### src/hw/gcer_pkg.sv
package gcer_pkg;

  // ==========================================================================
  // Configuration space addresses
  // ==========================================================================
  localparam logic [7:0]  GCER_CTRL_OFFSET     = 8'h86;   // General control, 16 bits
  localparam logic [7:0]  GCER_STS_OFFSET      = 8'h88;   // Event status, 8 bits
  localparam logic [7:0]  GCER_EN_OFFSET       = 8'h89;   // Event enable, 8 bits
  localparam logic [7:0]  GCER_IO_BASE0_OFFSET = 8'h2C;   // I/O base window 0
  localparam logic [7:0]  GCER_IO_BASE1_OFFSET = 8'h34;   // I/O base window 1
  localparam logic [7:0]  GCER_IO_LIM0_OFFSET  = 8'h30;   // I/O limit window 0
  localparam logic [7:0]  GCER_IO_LIM1_OFFSET  = 8'h38;   // I/O limit window 1

  // ==========================================================================
  // General control fields
  // ==========================================================================
  localparam int          GCER_CTRL_ARB_LSB    = 0;       // Bus priority field, bits 1:0
  localparam int          GCER_CTRL_CARD_OFF   = 7;       // Card function off
  localparam int          GCER_CTRL_SW_TYPE    = 10;      // Power switch type
  localparam int          GCER_CTRL_IO_BASE    = 11;      // Force I/O base bit 0
  localparam int          GCER_CTRL_IO_LIMIT   = 12;      // Force I/O limit bit 0
  localparam int          GCER_CTRL_CARD_IF    = 14;      // Card interface choice
  localparam logic [15:0] GCER_CTRL_RESET      = 16'h0003; // Control reset value
  localparam logic [15:0] GCER_CTRL_GLOBAL_MSK = 16'h5C84; // Bits kept over host reset

  // ==========================================================================
  // Event status and enable fields
  // ==========================================================================
  localparam int          GCER_EVT_POWER       = 7;       // Power change flag
  localparam int          GCER_EVT_VPP12       = 6;       // High programming voltage flag
  localparam int          GCER_EVT_INPUTS      = 5;       // Number of input flags, bits 4:0
  localparam logic [7:0]  GCER_EVT_MASK        = 8'hDF;   // Bit 5 is always zero
  localparam logic [7:0]  GCER_EVT_RESET       = 8'h00;   // Status and enable reset value

  // ==========================================================================
  // Terminal routing and timing
  // ==========================================================================
  localparam logic [3:0]  GCER_ROUTE_GPI       = 4'h0;    // Routing code for general input
  localparam logic [1:0]  GCER_SETTLE_CYCLES   = 2'h3;    // Ignore input changes after reset

  // ==========================================================================
  // Bus priority policies
  // ==========================================================================
  typedef enum logic [1:0] {
    GCER_ARB_HOST_1394 = 2'h0,                             // Favour 1394 host function
    GCER_ARB_CARD      = 2'h1,                             // Favour card socket function
    GCER_ARB_RESERVED  = 2'h2,                             // Reserved code
    GCER_ARB_ROUND     = 2'h3                              // Fair round robin
  } gcer_arb_t;

endpackage : gcer_pkg

### src/hw/gcer_sync.sv
`timescale 1ns/1ps
module gcer_sync #(
  parameter int         WIDTH     = 1,                     // Number of bits
  parameter logic [0:0] RESET_VAL = 1'h0                   // Value of all bits at reset
) (
  input  wire logic             ref_clk,                   // System clock
  input  wire logic             arst_n,                    // Asynchronous reset
  input  wire logic [WIDTH-1:0] din,                       // Asynchronous level in
  output logic      [WIDTH-1:0] dout                       // Synchronised level
);

  // ==========================================================================
  // Two flop chain
  // ==========================================================================
  logic [WIDTH-1:0] stage1;                                // First flop, read only by dout
  logic [WIDTH-1:0] next_stage1;                           // Next first flop
  logic [WIDTH-1:0] next_dout;                             // Next second flop

  // Next values: shift along the chain
  always_comb begin
    next_stage1 = din;
    next_dout   = stage1;
  end

  // Register the chain
  always_ff @(posedge ref_clk or negedge arst_n) begin
    if (!arst_n) begin
      stage1 <= {WIDTH{RESET_VAL}};
      dout   <= {WIDTH{RESET_VAL}};
    end else begin
      stage1 <= next_stage1;
      dout   <= next_dout;
    end
  end

endmodule : gcer_sync

### src/hw/gcer_input_events.sv
`timescale 1ns/1ps
module gcer_input_events (
  input  wire logic        ref_clk,                        // System clock
  input  wire logic        arst_n,                         // Global reset
  input  wire logic [4:0]  level,                          // Synchronised input levels
  input  wire logic [19:0] route,                          // Four-bit routing code per input
  output logic      [4:0]  change                          // One-cycle change pulses
);

  // ==========================================================================
  // Routing decode
  // ==========================================================================
  // True when a routing field selects the general input function
  function automatic logic gcer_is_input(input logic [3:0] code);
    gcer_is_input = (code == gcer_pkg::GCER_ROUTE_GPI);
  endfunction : gcer_is_input

  // ==========================================================================
  // Previous level and settle counter
  // ==========================================================================
  logic [4:0] prev;                                        // Level one cycle ago
  logic [1:0] settle;                                      // Cycles since reset release
  logic [4:0] next_prev;                                   // Next previous level
  logic [1:0] next_settle;                                 // Next settle count
  logic       primed;                                      // Chain holds real levels

  assign primed = (settle == gcer_pkg::GCER_SETTLE_CYCLES);

  // Next values and change detection, gated by routing
  always_comb begin
    next_prev   = level;
    next_settle = primed ? settle : settle + 2'h1;
    for (int i = 0; i < 5; i++) begin
      change[i] = primed && (level[i] != prev[i])
                  && gcer_is_input(route[4*i +: 4]);
    end
  end

  // Register the state
  always_ff @(posedge ref_clk or negedge arst_n) begin
    if (!arst_n) begin
      prev   <= 5'h00;
      settle <= 2'h0;
    end else begin
      prev   <= next_prev;
      settle <= next_settle;
    end
  end

endmodule : gcer_input_events

### src/hw/gcer_regs.sv
`timescale 1ns/1ps
module gcer_regs (
  input  wire logic        ref_clk,                        // Host bus clock, 125 MHz
  input  wire logic        arst_n,                         // Global reset, async, active low
  input  wire logic        host_reset_n,                   // Host bus reset pin, active low
  input  wire logic        cfg_wr,                         // Config write strobe, one cycle
  input  wire logic        cfg_rd,                         // Config read strobe, one cycle
  input  wire logic [7:0]  cfg_addr,                       // Config byte address
  input  wire logic [3:0]  cfg_be,                         // Byte enables of the dword
  input  wire logic [31:0] cfg_wdata,                      // Write data
  output logic      [31:0] cfg_rdata,                      // Read data, registered
  output logic             cfg_rvalid,                     // Read data valid, one cycle
  input  wire logic        sock_power_write,               // Software changed Vcc or Vpp state
  input  wire logic        sock_vpp12_change,              // Vpp request moved to or from 12 V
  input  wire logic        multi_terminal_5,               // Terminal feeding input 4
  input  wire logic        multi_terminal_4,               // Terminal feeding input 3
  input  wire logic        multi_terminal_2,               // Terminal feeding input 2
  input  wire logic        multi_terminal_1,               // Terminal feeding input 1
  input  wire logic        multi_terminal_0,               // Terminal feeding input 0
  input  wire logic [3:0]  route_terminal_5,               // Routing code of terminal 5
  input  wire logic [3:0]  route_terminal_4,               // Routing code of terminal 4
  input  wire logic [3:0]  route_terminal_2,               // Routing code of terminal 2
  input  wire logic [3:0]  route_terminal_1,               // Routing code of terminal 1
  input  wire logic [3:0]  route_terminal_0,               // Routing code of terminal 0
  output logic      [1:0]  bus_priority_policy,            // Raw priority field
  output logic      [2:0]  arb_policy_onehot,              // 1394, card, round robin
  output logic             card_interface_choice,          // 0 payment style, 1 alternate
  output logic             card_function_off,              // Card function disabled
  output logic             card_access_en,                 // Card function usable
  output logic             power_switch_type,              // 0 low voltage, 1 12 V switch
  output logic             io_base_bit0,                   // Bit 0 of both I/O base regs
  output logic             io_limit_bit0,                  // Bit 0 of both I/O limit regs
  output logic             general_event_out               // General event, active high
);

  // ==========================================================================
  // Register address decode
  // ==========================================================================
  // A dword holds several
  // registers; byte
  // enables pick lanes.
  // Dword address that holds a given byte offset
  function automatic logic [7:0] gcer_dword(input logic [7:0] byte_addr);
    gcer_dword = {byte_addr[7:2], 2'h0};
  endfunction : gcer_dword

  // Byte lane of a byte offset within its dword
  function automatic logic [1:0] gcer_lane(input logic [7:0] byte_addr);
    gcer_lane = byte_addr[1:0];
  endfunction : gcer_lane

  logic hit_ctrl;                                          // Access to the control dword
  logic hit_evt;                                           // Access to the event dword

  assign hit_ctrl = (gcer_dword(cfg_addr) == gcer_dword(gcer_pkg::GCER_CTRL_OFFSET));
  assign hit_evt  = (gcer_dword(cfg_addr) == gcer_dword(gcer_pkg::GCER_STS_OFFSET));

  // ==========================================================================
  // Input synchronisers
  // ==========================================================================
  logic       host_reset_sync_n;                           // Host reset in clock domain
  logic [4:0] term_sync;                                   // Terminal levels in clock domain
  logic [4:0] input_change;                                // Per-input change pulses

  // Pins are async: two
  // flops before use.
  // Routing codes share
  // this clock: none.
  // Host bus reset pin crosses into the clock domain
  gcer_sync #(
    .WIDTH     (1),
    .RESET_VAL (1'h1)
  ) u_host_reset_sync (
    .ref_clk (ref_clk),
    .arst_n  (arst_n),
    .din     (host_reset_n),
    .dout    (host_reset_sync_n)
  );

  // Terminal levels cross into the clock domain
  gcer_sync #(
    .WIDTH     (5),
    .RESET_VAL (1'h0)
  ) u_term_sync (
    .ref_clk (ref_clk),
    .arst_n  (arst_n),
    .din     ({multi_terminal_5, multi_terminal_4, multi_terminal_2,
                multi_terminal_1, multi_terminal_0}),
    .dout    (term_sync)
  );

  // Changes count only
  // while routed as a
  // general input.
  // Change detection qualified by the routing of each terminal
  gcer_input_events u_input_events (
    .ref_clk (ref_clk),
    .arst_n  (arst_n),
    .level   (term_sync),
    .route   ({route_terminal_5, route_terminal_4, route_terminal_2,
                route_terminal_1, route_terminal_0}),
    .change  (input_change)
  );

  // ==========================================================================
  // General control register
  // ==========================================================================
  logic [15:0] general_control;                            // Control register
  logic [15:0] next_general_control;                       // Next control value
  logic [15:0] ctrl_wr_mask;                               // Bits written this cycle
  logic [15:0] ctrl_wr_data;                               // Write data aligned to control

  // Lanes 0 and 1 of this
  // dword are not ours.
  // Control lives in the upper half of its dword: lanes 2 and 3
  assign ctrl_wr_data = cfg_wdata[31:16];
  assign ctrl_wr_mask = {{8{cfg_wr && hit_ctrl && cfg_be[gcer_lane(gcer_pkg::GCER_CTRL_OFFSET) + 2'h1]}},
                         {8{cfg_wr && hit_ctrl && cfg_be[gcer_lane(gcer_pkg::GCER_CTRL_OFFSET)]}}};

  // Host reset is a level:
  // while seen low the
  // unmarked bits hold
  // reset and writes
  // are dropped. Marked
  // bits need global
  // reset to clear.
  // Next control value: host reset, then byte writes
  always_comb begin
    next_general_control = general_control;
    if (!host_reset_sync_n) begin
      // Host reset restores only the unmarked bits
      next_general_control = (general_control & gcer_pkg::GCER_CTRL_GLOBAL_MSK)
                           | (gcer_pkg::GCER_CTRL_RESET & ~gcer_pkg::GCER_CTRL_GLOBAL_MSK);
    end else begin
      // Every bit, reserved ones too, is stored as written
      next_general_control = (general_control & ~ctrl_wr_mask)
                           | (ctrl_wr_data & ctrl_wr_mask);
    end
  end

  // Async branch loads
  // constants only.
  // Register the control value; global reset loads all of it with GCER_CTRL_RESET
  always_ff @(posedge ref_clk or negedge arst_n) begin
    if (!arst_n) begin
      general_control <= gcer_pkg::GCER_CTRL_RESET;
    end else begin
      general_control <= next_general_control;
    end
  end

  // ==========================================================================
  // Event status and enable registers
  // ==========================================================================
  logic [7:0] general_event_status;                        // Sticky event flags
  logic [7:0] general_event_enable;                        // Per-flag enables
  logic [7:0] next_status;                                 // Next status value
  logic [7:0] next_enable;                                 // Next enable value
  logic [7:0] evt_set;                                     // Events raised this cycle
  logic [7:0] evt_clear;                                   // Write-one clear mask
  logic       sts_lane_wr;                                 // Status byte written
  logic       en_lane_wr;                                  // Enable byte written

  assign sts_lane_wr = cfg_wr && hit_evt && cfg_be[gcer_lane(gcer_pkg::GCER_STS_OFFSET)];
  assign en_lane_wr  = cfg_wr && hit_evt && cfg_be[gcer_lane(gcer_pkg::GCER_EN_OFFSET)];

  // Flags are sticky; a
  // set beats a clear so
  // no event is lost
  // between read and
  // its clear.
  // Next status and enable values
  always_comb begin
    evt_set                             = 8'h00;
    evt_set[gcer_pkg::GCER_EVT_POWER]   = sock_power_write;
    evt_set[gcer_pkg::GCER_EVT_VPP12]   = sock_vpp12_change;
    evt_set[gcer_pkg::GCER_EVT_INPUTS-1:0] = input_change;
    evt_clear = sts_lane_wr ? cfg_wdata[7:0] : 8'h00;
    // Set beats clear; bit 5 never holds a one
    next_status = ((general_event_status & ~evt_clear) | evt_set)
                & gcer_pkg::GCER_EVT_MASK;
    // Enable takes its byte as written, bit 5 dropped
    if (en_lane_wr) begin
      next_enable = cfg_wdata[15:8] & gcer_pkg::GCER_EVT_MASK;
    end else begin
      next_enable = general_event_enable;
    end
  end

  // All flag bits are
  // marked: only global
  // reset clears them.
  // Register flags; host reset leaves them alone
  always_ff @(posedge ref_clk or negedge arst_n) begin
    if (!arst_n) begin
      general_event_status <= gcer_pkg::GCER_EVT_RESET;
      general_event_enable <= gcer_pkg::GCER_EVT_RESET;
    end else begin
      general_event_status <= next_status;
      general_event_enable <= next_enable;
    end
  end

  // ==========================================================================
  // Control outputs
  // ==========================================================================
  logic [2:0] next_arb_onehot;                             // Decoded priority policy
  logic       next_event_out;                              // Next general event level

  // Reserved code is kept
  // as written but acts
  // as round robin.
  // Decode priority; reserved code falls back to round robin
  always_comb begin
    unique case (gcer_pkg::gcer_arb_t'(next_general_control[gcer_pkg::GCER_CTRL_ARB_LSB +: 2]))
      gcer_pkg::GCER_ARB_HOST_1394: next_arb_onehot = 3'h1;
      gcer_pkg::GCER_ARB_CARD:      next_arb_onehot = 3'h2;
      gcer_pkg::GCER_ARB_RESERVED:  next_arb_onehot = 3'h4;
      gcer_pkg::GCER_ARB_ROUND:     next_arb_onehot = 3'h4;
    endcase
    // Raised while any enabled flag is pending, dropped otherwise
    next_event_out = |(next_status & next_enable);
  end

  // Outputs load next
  // values: same edge as
  // the register.
  // Register every control output so it leaves straight from a flop
  always_ff @(posedge ref_clk or negedge arst_n) begin
    if (!arst_n) begin
      bus_priority_policy   <= gcer_pkg::GCER_CTRL_RESET[1:0];
      arb_policy_onehot     <= 3'h4;
      card_interface_choice <= 1'h0;
      card_function_off     <= 1'h0;
      card_access_en        <= 1'h1;
      power_switch_type     <= 1'h0;
      io_base_bit0          <= 1'h0;
      io_limit_bit0         <= 1'h0;
      general_event_out     <= 1'h0;
    end else begin
      bus_priority_policy   <= next_general_control[gcer_pkg::GCER_CTRL_ARB_LSB +: 2];
      arb_policy_onehot     <= next_arb_onehot;
      card_interface_choice <= next_general_control[gcer_pkg::GCER_CTRL_CARD_IF];
      card_function_off     <= next_general_control[gcer_pkg::GCER_CTRL_CARD_OFF];
      card_access_en        <= !next_general_control[gcer_pkg::GCER_CTRL_CARD_OFF];
      power_switch_type     <= next_general_control[gcer_pkg::GCER_CTRL_SW_TYPE];
      io_base_bit0          <= next_general_control[gcer_pkg::GCER_CTRL_IO_BASE];
      io_limit_bit0         <= next_general_control[gcer_pkg::GCER_CTRL_IO_LIMIT];
      general_event_out     <= next_event_out;
    end
  end

  // ==========================================================================
  // Read path
  // ==========================================================================
  logic [31:0] next_rdata;                                 // Next read data
  logic        next_rvalid;                                // Next read valid

  // Zero while no answer
  // stands, so banks may
  // be OR-ed together.
  // Read mux; lanes outside this bank and unmapped dwords read zero
  always_comb begin
    next_rvalid = cfg_rd;
    next_rdata  = 32'h0000_0000;
    if (cfg_rd && hit_ctrl) begin
      next_rdata = {general_control, 16'h0000};
    end else if (cfg_rd && hit_evt) begin
      next_rdata = {16'h0000, general_event_enable, general_event_status};
    end
  end

  // One cycle latency,
  // one read per cycle.
  // Register the read answer
  always_ff @(posedge ref_clk or negedge arst_n) begin
    if (!arst_n) begin
      cfg_rdata  <= 32'h0000_0000;
      cfg_rvalid <= 1'h0;
    end else begin
      cfg_rdata  <= next_rdata;
      cfg_rvalid <= next_rvalid;
    end
  end

endmodule : gcer_regs

### config.mk
export PLATFORM = sky130hd
export DESIGN_NAME = gcer_regs
export DESIGN_NICKNAME = d
export VERILOG_FILES = /design/src/hw/gcer_pkg.sv /design/src/hw/gcer_sync.sv /design/src/hw/gcer_input_events.sv /design/src/hw/gcer_regs.sv
export SDC_FILE = /design/constraint.sdc
export NUM_CORES = 1
export LEC_CHECK = 0
export BUFFER_PORTS_ARGS = -buffer_cell sky130_fd_sc_hd__buf_2
export CAP_MARGIN = 25
export CELL_PAD_IN_SITES_DETAIL_PLACEMENT = 1
export CELL_PAD_IN_SITES_GLOBAL_PLACEMENT = 2
export CORE_MARGIN = 4
export CORE_UTILIZATION = 31
export CTS_CLUSTER_DIAMETER = 50
export DETAILED_ROUTE_END_ITERATION = 6
export PLACE_DENSITY = 0.86
export SLEW_MARGIN = 20
export SYNTH_ARGS = -nofsm -noshare
export SYNTH_HDL_FRONTEND = slang
export SYNTH_SLANG_ARGS = --single-unit
### constraint.sdc
create_clock -name ref_clk -period 1.8 [get_ports ref_clk]
set_input_delay 0.18 -clock ref_clk [delete_from_list [all_inputs] [get_ports ref_clk]]
set_output_delay 0.18 -clock ref_clk [all_outputs]
set_load 0.02 [all_outputs]
After elaboration in Yosys (flattened, before gate mapping) --
Cells that the tools add are included.
Word-level totals: register bits after elaboration 95, latch bits 0, RAM bits 0, ROM bits 0, input port bits 76, output and inout bits 45, word-level logic and storage cells 74, memories kept 0
Operators by class: $add $sub $neg 1, multiply operators 0, div/mod/pow operators 0, $lt $le $gt $ge 0, eq/ne operators 11, shift-type cells 0, mux-type cells 6, bitwise logic cells 8, reductions and logical operators 27
Operators with widths (number):
- bitwise AND 16 bit | 2
- 2-to-1 mux 16 bit | 2
- 2-to-1 mux 32 bit | 1
- zero test 4 bit | 5
- logical AND 1 bit | 18
- bitwise AND 8 bit | 2
- 2-to-1 mux 8 bit | 2
- NOT 16 bit | 1
- bitwise OR 16 bit | 1
- equality test 6 bit, second input constant | 2
- one-hot mux 3 bit (3 select lines) | 1
- NOT 8 bit | 1
- bitwise OR 8 bit | 1
- OR reduction 8 bit | 1
- equality test 2 bit, second input constant | 3
- inequality test 1 bit | 5
- adder 2 x 1 -> 2 bit, second input constant | 1
- equality test 2 x 1 -> 1 bit, second input constant | 1
- zero test 2 bit | 1
- OR reduction 2 bit | 1
- zero test 1 bit | 1

Longest topological paths before layout --
depth after elaboration 10, mapped depth 6, depth with buffers taken out 5

Modules after synthesis --
Synthesis repeated with hierarchy kept, for this count alone.
Second synthesis, totals: cells, all modules 230, area, all modules 3169.3 um^2
Modules (own cells, without submodules):
- gcer_regs | instances 1, cells an instance 193, area an instance 2529.9 um^2, sequential area each 1656.6 um^2
- gcer_input_events | instances 1, cells an instance 25, area an instance 336.6 um^2, sequential area each 175.2 um^2
- gcer_sync (u_term_sync) | instances 1, cells an instance 10, area an instance 250.2 um^2, sequential area each 250.2 um^2
- gcer_sync (u_host_reset_sync) | instances 1, cells an instance 2, area an instance 52.6 um^2, sequential area each 52.6 um^2

Worst setup path after synthesis --
No wires, ideal clock.
path type input to register, from input cfg_addr[5], to register general_event_out, setup time 135 ps, arrival 1587 ps, required time 1665 ps, path slack 78 ps, stages on the path 5, path buffers 0, cell sequence or4b_4 -> nor2_2 -> mux2_2 -> a22oi_1 -> nand4_1
Between the ends: elaborated cells between the ends (all ways) 11, classes of those cells 1 x eq/ne; 2 x mux; 4 x bitwise; 4 x reduce/logical
RTL lines:
- start: declaration | line gcer_regs.sv:8 | input wire logic [7:0] cfg_addr,
- equality test 6 bit | line gcer_regs.sv:56 | assign hit_evt = (gcer_dword(cfg_addr) == gcer_dword(gcer_pkg::GCER_STS_OFFSET));
- logical AND 1 bit (2 in a row) | line gcer_regs.sv:165 | assign en_lane_wr = cfg_wr && hit_evt && cfg_be[gcer_lane(gcer_pkg::GCER_EN_OFFSET)];
- 2-to-1 mux 8 bit | line gcer_regs.sv:183 | if (en_lane_wr) begin
- net next_enable[3] | line gcer_regs.sv:158 | logic [7:0] next_enable;
- bitwise AND 8 bit | line gcer_regs.sv:222 | next_event_out = |(next_status & next_enable);
- OR reduction 8 bit | line gcer_regs.sv:222
- net next_event_out | line gcer_regs.sv:208 | logic next_event_out;
- end signal: assignment | line gcer_regs.sv:249 | general_event_out <= next_event_out;
- end: declaration | line gcer_regs.sv:33 | output logic general_event_out
The timed path passes the listed nets, and every way through them passes these cells. A chain may end at the register's enable or synchronous reset.

Worst setup path in the final report --
from input cfg_addr[5], to register general_event_out
Between the ends: word-level cells in the longest chain between the ends 9, elaborated cells between the ends (all ways) 11, classes of those cells 1 x eq/ne; 2 x mux; 4 x bitwise; 4 x reduce/logical
Ends and longest elaborated chain:
- equality test 6 bit * | line gcer_regs.sv:56
- logical AND 1 bit * | line gcer_regs.sv:164, gcer_regs.sv:165
- logical AND 1 bit | line gcer_regs.sv:164 | assign sts_lane_wr = cfg_wr && hit_evt && cfg_be[gcer_lane(gcer_pkg::GCER_STS_OFFSET)];
- 2-to-1 mux 8 bit | line gcer_regs.sv:178 | evt_clear = sts_lane_wr ? cfg_wdata[7:0] : 8'h00;
- NOT 8 bit | line gcer_regs.sv:180 | next_status = ((general_event_status & ~evt_clear) | evt_set)
- bitwise AND 8 bit | line gcer_regs.sv:180
- bitwise OR 8 bit | line gcer_regs.sv:180
- bitwise AND 8 bit * | line gcer_regs.sv:222
- OR reduction 8 bit * | line gcer_regs.sv:222
- net next_event_out | line gcer_regs.sv:208
The timed path passes the listed nets; every way through them passes the cells marked *.

==> key figures <==
Detailed routing
  • Via count: 2227
  • 1st-iter DRT viols: between 60 and 70
  • Iteration count of the initial detailed-routing pass: 3
  • Final ANT Viol Nets: 0
  • DRC Markers: 0
  • Wire length per cell: 15.1 µm
  • Via/cell ratio: 4.37
  • Final wirelength: around 7700 µm

Yosys
  • Register area share after synthesis: 67.8%
  • Number of synthesized register bits: 85
  • Main synth FF type: sky130_fd_sc_hd__dfrtp_1
  • Cell variety after synth: 40
  • Compound-Gate Fraction of Synth Area: between 4 and 5%
  • Cell accounting for the most synthesized area: sky130_fd_sc_hd__dfrtp_1
  • Simple-Gate Fraction of Synth Area: around 16%
  • Share of the synthesized netlist area taken by xor and xnor gates: 1.67%
  • Fraction of synthesis flops using an asynchronous set or reset pin: 100%
  • Multiplexer fraction of the synthesized cell area: 5.88%
  • Synthesized area divided by synthesized cell count: 13.4 µm²
  • Count of yosys warnings during synthesis: 0
  • Share of the synthesized area in the top cell type: 62.8%
  • Adder and majority cell fraction of the synthesized area: 0.397%
  • Cell with the most instances after synthesis: sky130_fd_sc_hd__dfrtp_1
  • Post-synthesis instance total: 235
  • Post-synth design cell area: 0.00315 mm²
  • Dominant combinational cell family by area after synthesis: simple AND/OR/NAND/NOR gates
  • Post-synth top cells: 79 x sky130_fd_sc_hd__dfrtp_1, 18 x sky130_fd_sc_hd__nand2_1, 17 x sky130_fd_sc_hd__and3_1
  • Synth top area cells: sky130_fd_sc_hd__dfrtp_1 63%, sky130_fd_sc_hd__dfstp_2 5.0%, sky130_fd_sc_hd__mux2_2 3.6%
  • Number of flops mapped to enable cells by yosys: 0

STA
  • Setup repair after global routing missed its margin: no
  • Final worst hold slack: approximately 0.066 ns
  • Final clock skew: 0.0143 ns
  • Crit path time final: about 1.6 ns
  • Peak Freq: 616 MHz
  • Period utilization: 90.2%
  • Worst Slack Setup Final: 0.176 ns
  • Number of hold-slack violations in the final timing report: 0
  • Final Setup Violations: 0
  • Fin. max-slew vios: 0

Critical path
  • Slack of the worst reg-to-reg path: 0.41 ns
  • Worst setup path category: input pin to flop
  • Critical Path Fanout Max: 10
  • Required time of the critical path: 2.01 ns
  • Worst setup SP type: input pin
  • RR Startpoint: u_host_reset_sync.dout
  • Kind of capture point of the worst setup path: flop
  • CP Data Arrival Time: 1.83 ns
  • Number of cell instances on the worst register-to-register path: 2

Power
  • Total net switching power: 849 µW
  • Share of power burned in registers: 51.8%
  • Part of the power in combinational logic: under 10%
  • Power share of the clock group: 40.2%
  • Worst IR drop on VDD: about 0.0004 V
  • Leak pwr: ~0.0023 µW
  • Design internal power: 3060 µW
  • Ratio of total power to cell area: roughly 900 mW/mm²
  • Switching share of power: 21.7%

Finish
  • Antenna cells: 0
  • Fraction of final layout cells sized beyond drive strength 1: 44.6%
  • Number of nets in the finished design: 449
  • Layout overhead on the synthesized area: 35.9%
  • Non-Filler Cell Area, Final: 0.00428 mm²

Placement
  • Instance area after placement: 0.00395 mm²
  • Input/output buffers: 114
  • Worst slack at placement: -0.273 ns
  • Post-detail-place hpwl: between 5000 and 6000 µm
  • Gp weighted congestion: 0.696

Clock network
  • Clk slew on worst S/H paths: 0.09 ns
  • Clock latency of the later-clocked register in the worst-skew pair: 0.33 ns
  • Maximum clock path buffer count: 2
  • H-tree lvl count: 3
  • Clock buffers created by TritonCTS: 9
  • CTS tree: yes
  • Post-CTS setup-driven buffer insertion count: 0
  • Clock sink count: 85
  • Clock Tree Root: sky130_fd_sc_hd__clkbuf_8

GRT
  • GRT Resource Usage Total: 13.5%
  • Global-route wire length before repair: ~12000 µm
  • Maximum number of pins on one net before global-route repair: 40
  • Antenna violations before repair: 0
  • Residual overflow from global routing: 0
  • Number of global-route vias before repair: between 2000 and 3000

Die
  • Io pins: between 100 and 150
  • Area of the core: roughly 0.0098 mm²
  • Horizontal die dimension: roughly 110 µm
  • Die outline height: 109 µm
  • Cell row count: 36
  • Total Die Area: ~0.012 mm²
  • Initial core utilization: 32.1%

Status
  • Status: complete, no violations

Run
  • Number of max-capacitance violations reported: 0

Hold path
  • Source of the worst hold timing path: cfg_wdata[18]
  • Worst hold-check path type: input pin to flop
  • Cells on Worst Hold Path: 2
[final cells by class]
type,instances,area (µm²)
fillers,1100,5540
flip-flops and latches,85,2130
multi-input cells,130,923
repair buffers,137,778
clock buffers,13,179
well taps,133,166
clock inverters,3,65.1
inverters,9,33.8
[flip-flops by register name (all words and copies together) (netlist names), 2 cells and up, named ones only]
name / flops
cfg_rdata: 30
general_control: 10
general_event_enable: 7
general_event_status: 7
u_input_events.prev: 5
u_term_sync.dout: 5
u_term_sync.next_dout: 5
arb_policy_onehot: 3
u_input_events.settle: 2
[logic make-up (layout without fill, tap and decap cells)]
family | after synthesis | after routing
DFF | 85 | 85
and+or+nand+nor | 85 | 85
buffers and inverters | 21 | 162
AOI/OAI and AO/OA | 19 | 19
muxes | 17 | 17
xor gates and xnor gates | 6 | 6
adders and majority gates | 1 | 1
other | 1 | 2
[power groups by stage]
stage | Combinational, µW | Clock [µW] | Sequential [µW]
finish | 311 | 1570 | 2030
global route | 350 | 1730 | 2040
CTS | 317 | 1630 | 2030
detailed placement | 304 | 0 | 2070
global placement | 294 | 0 | 2060
floorplan | 102 | 0 | 2070
[timing repair]
| item | in CTS | in global routing |
|---|---|---|
| endpoints found under the hold margin | 39 | 0 |
| endpoints found under the setup margin | 0 | 1 |
| hold buffers | 8 | 0 |
| resized for setup | 0 | 1 |
[metrics by stage]
stage / utilization (%) / std cells / setup TNS (ns) / total power (µW)
floorplan: - / 236 / 0 / 2180
global placement: 40.2 / 486 / -1.68 / 2360
detailed placement: 40.2 / 486 / -2.49 / 2370
CTS: 43.5 / 510 / 0 / 3980
global route: 43.6 / 510 / 0 / 4120
finish: 43.6 / 510 / 0 / 3910
[metal layers]
| metal | wire [µm] | track usage, % |
|---|---|---|
| met1 | 3210 | 16.6 |
| met3 | 436 | 3.26 |
| met4 | 66 | 3.88 |
| met2 | 3990 | 23.6 |
| met5 | 0 | 0 |
[critical path, cell delays in order]
cell	delay, ns
sky130_fd_sc_hd__buf_2	0.10
sky130_fd_sc_hd__or4b_4	0.58
sky130_fd_sc_hd__buf_4	0.21
sky130_fd_sc_hd__o21ai_0	0.17
sky130_fd_sc_hd__a21boi_0	0.30
sky130_fd_sc_hd__o32a_1	0.21
sky130_fd_sc_hd__nand4_1	0.09
[cell usage in the layout (no fill, tap or decap), types with 2 or more instances in the layout]
master and count:
sky130_fd_sc_hd__and3_1 17, sky130_fd_sc_hd__a21boi_0 7, sky130_fd_sc_hd__clkbuf_8 13, sky130_fd_sc_hd__buf_4 15
sky130_fd_sc_hd__mux2_1 2, sky130_fd_sc_hd__nand4b_1 2, sky130_fd_sc_hd__nor3_1 2, sky130_fd_sc_hd__dfstp_2 6
sky130_fd_sc_hd__mux2_2 10, sky130_fd_sc_hd__bufinv_16 2, sky130_fd_sc_hd__and2_1 14, sky130_fd_sc_hd__dlygate4sd3_1 8
sky130_fd_sc_hd__nor4_1 5, sky130_fd_sc_hd__xor2_1 5, sky130_fd_sc_hd__mux2i_1 5, sky130_fd_sc_hd__o21ai_0 2
sky130_fd_sc_hd__nand3b_1 2, sky130_fd_sc_hd__nor2b_1 4, sky130_fd_sc_hd__nand2_1 18, sky130_fd_sc_hd__conb_1 2
sky130_fd_sc_hd__nand3_1 9, sky130_fd_sc_hd__o31ai_1 5, sky130_fd_sc_hd__buf_2 113, sky130_fd_sc_hd__a22oi_1 2
sky130_fd_sc_hd__nor2_1 2, sky130_fd_sc_hd__inv_1 9, sky130_fd_sc_hd__dfrtp_1 79
[worst max-delay path by stage]
stage | to | slack, ns | startpoint
final | general_event_out | 0.18 | cfg_addr[5]
after global routing | general_event_out | 0.05 | cfg_addr[5]
after CTS | general_event_out | 0.1 | cfg_addr[5]
after detailed placement | general_event_out | -0.27 | cfg_addr[5]
after global placement | general_event_out | -0.19 | cfg_addr[5]
after floorplan | general_event_out | 0.08 | cfg_addr[5]
No activity file was read; power rests on OpenSTA's default activity.
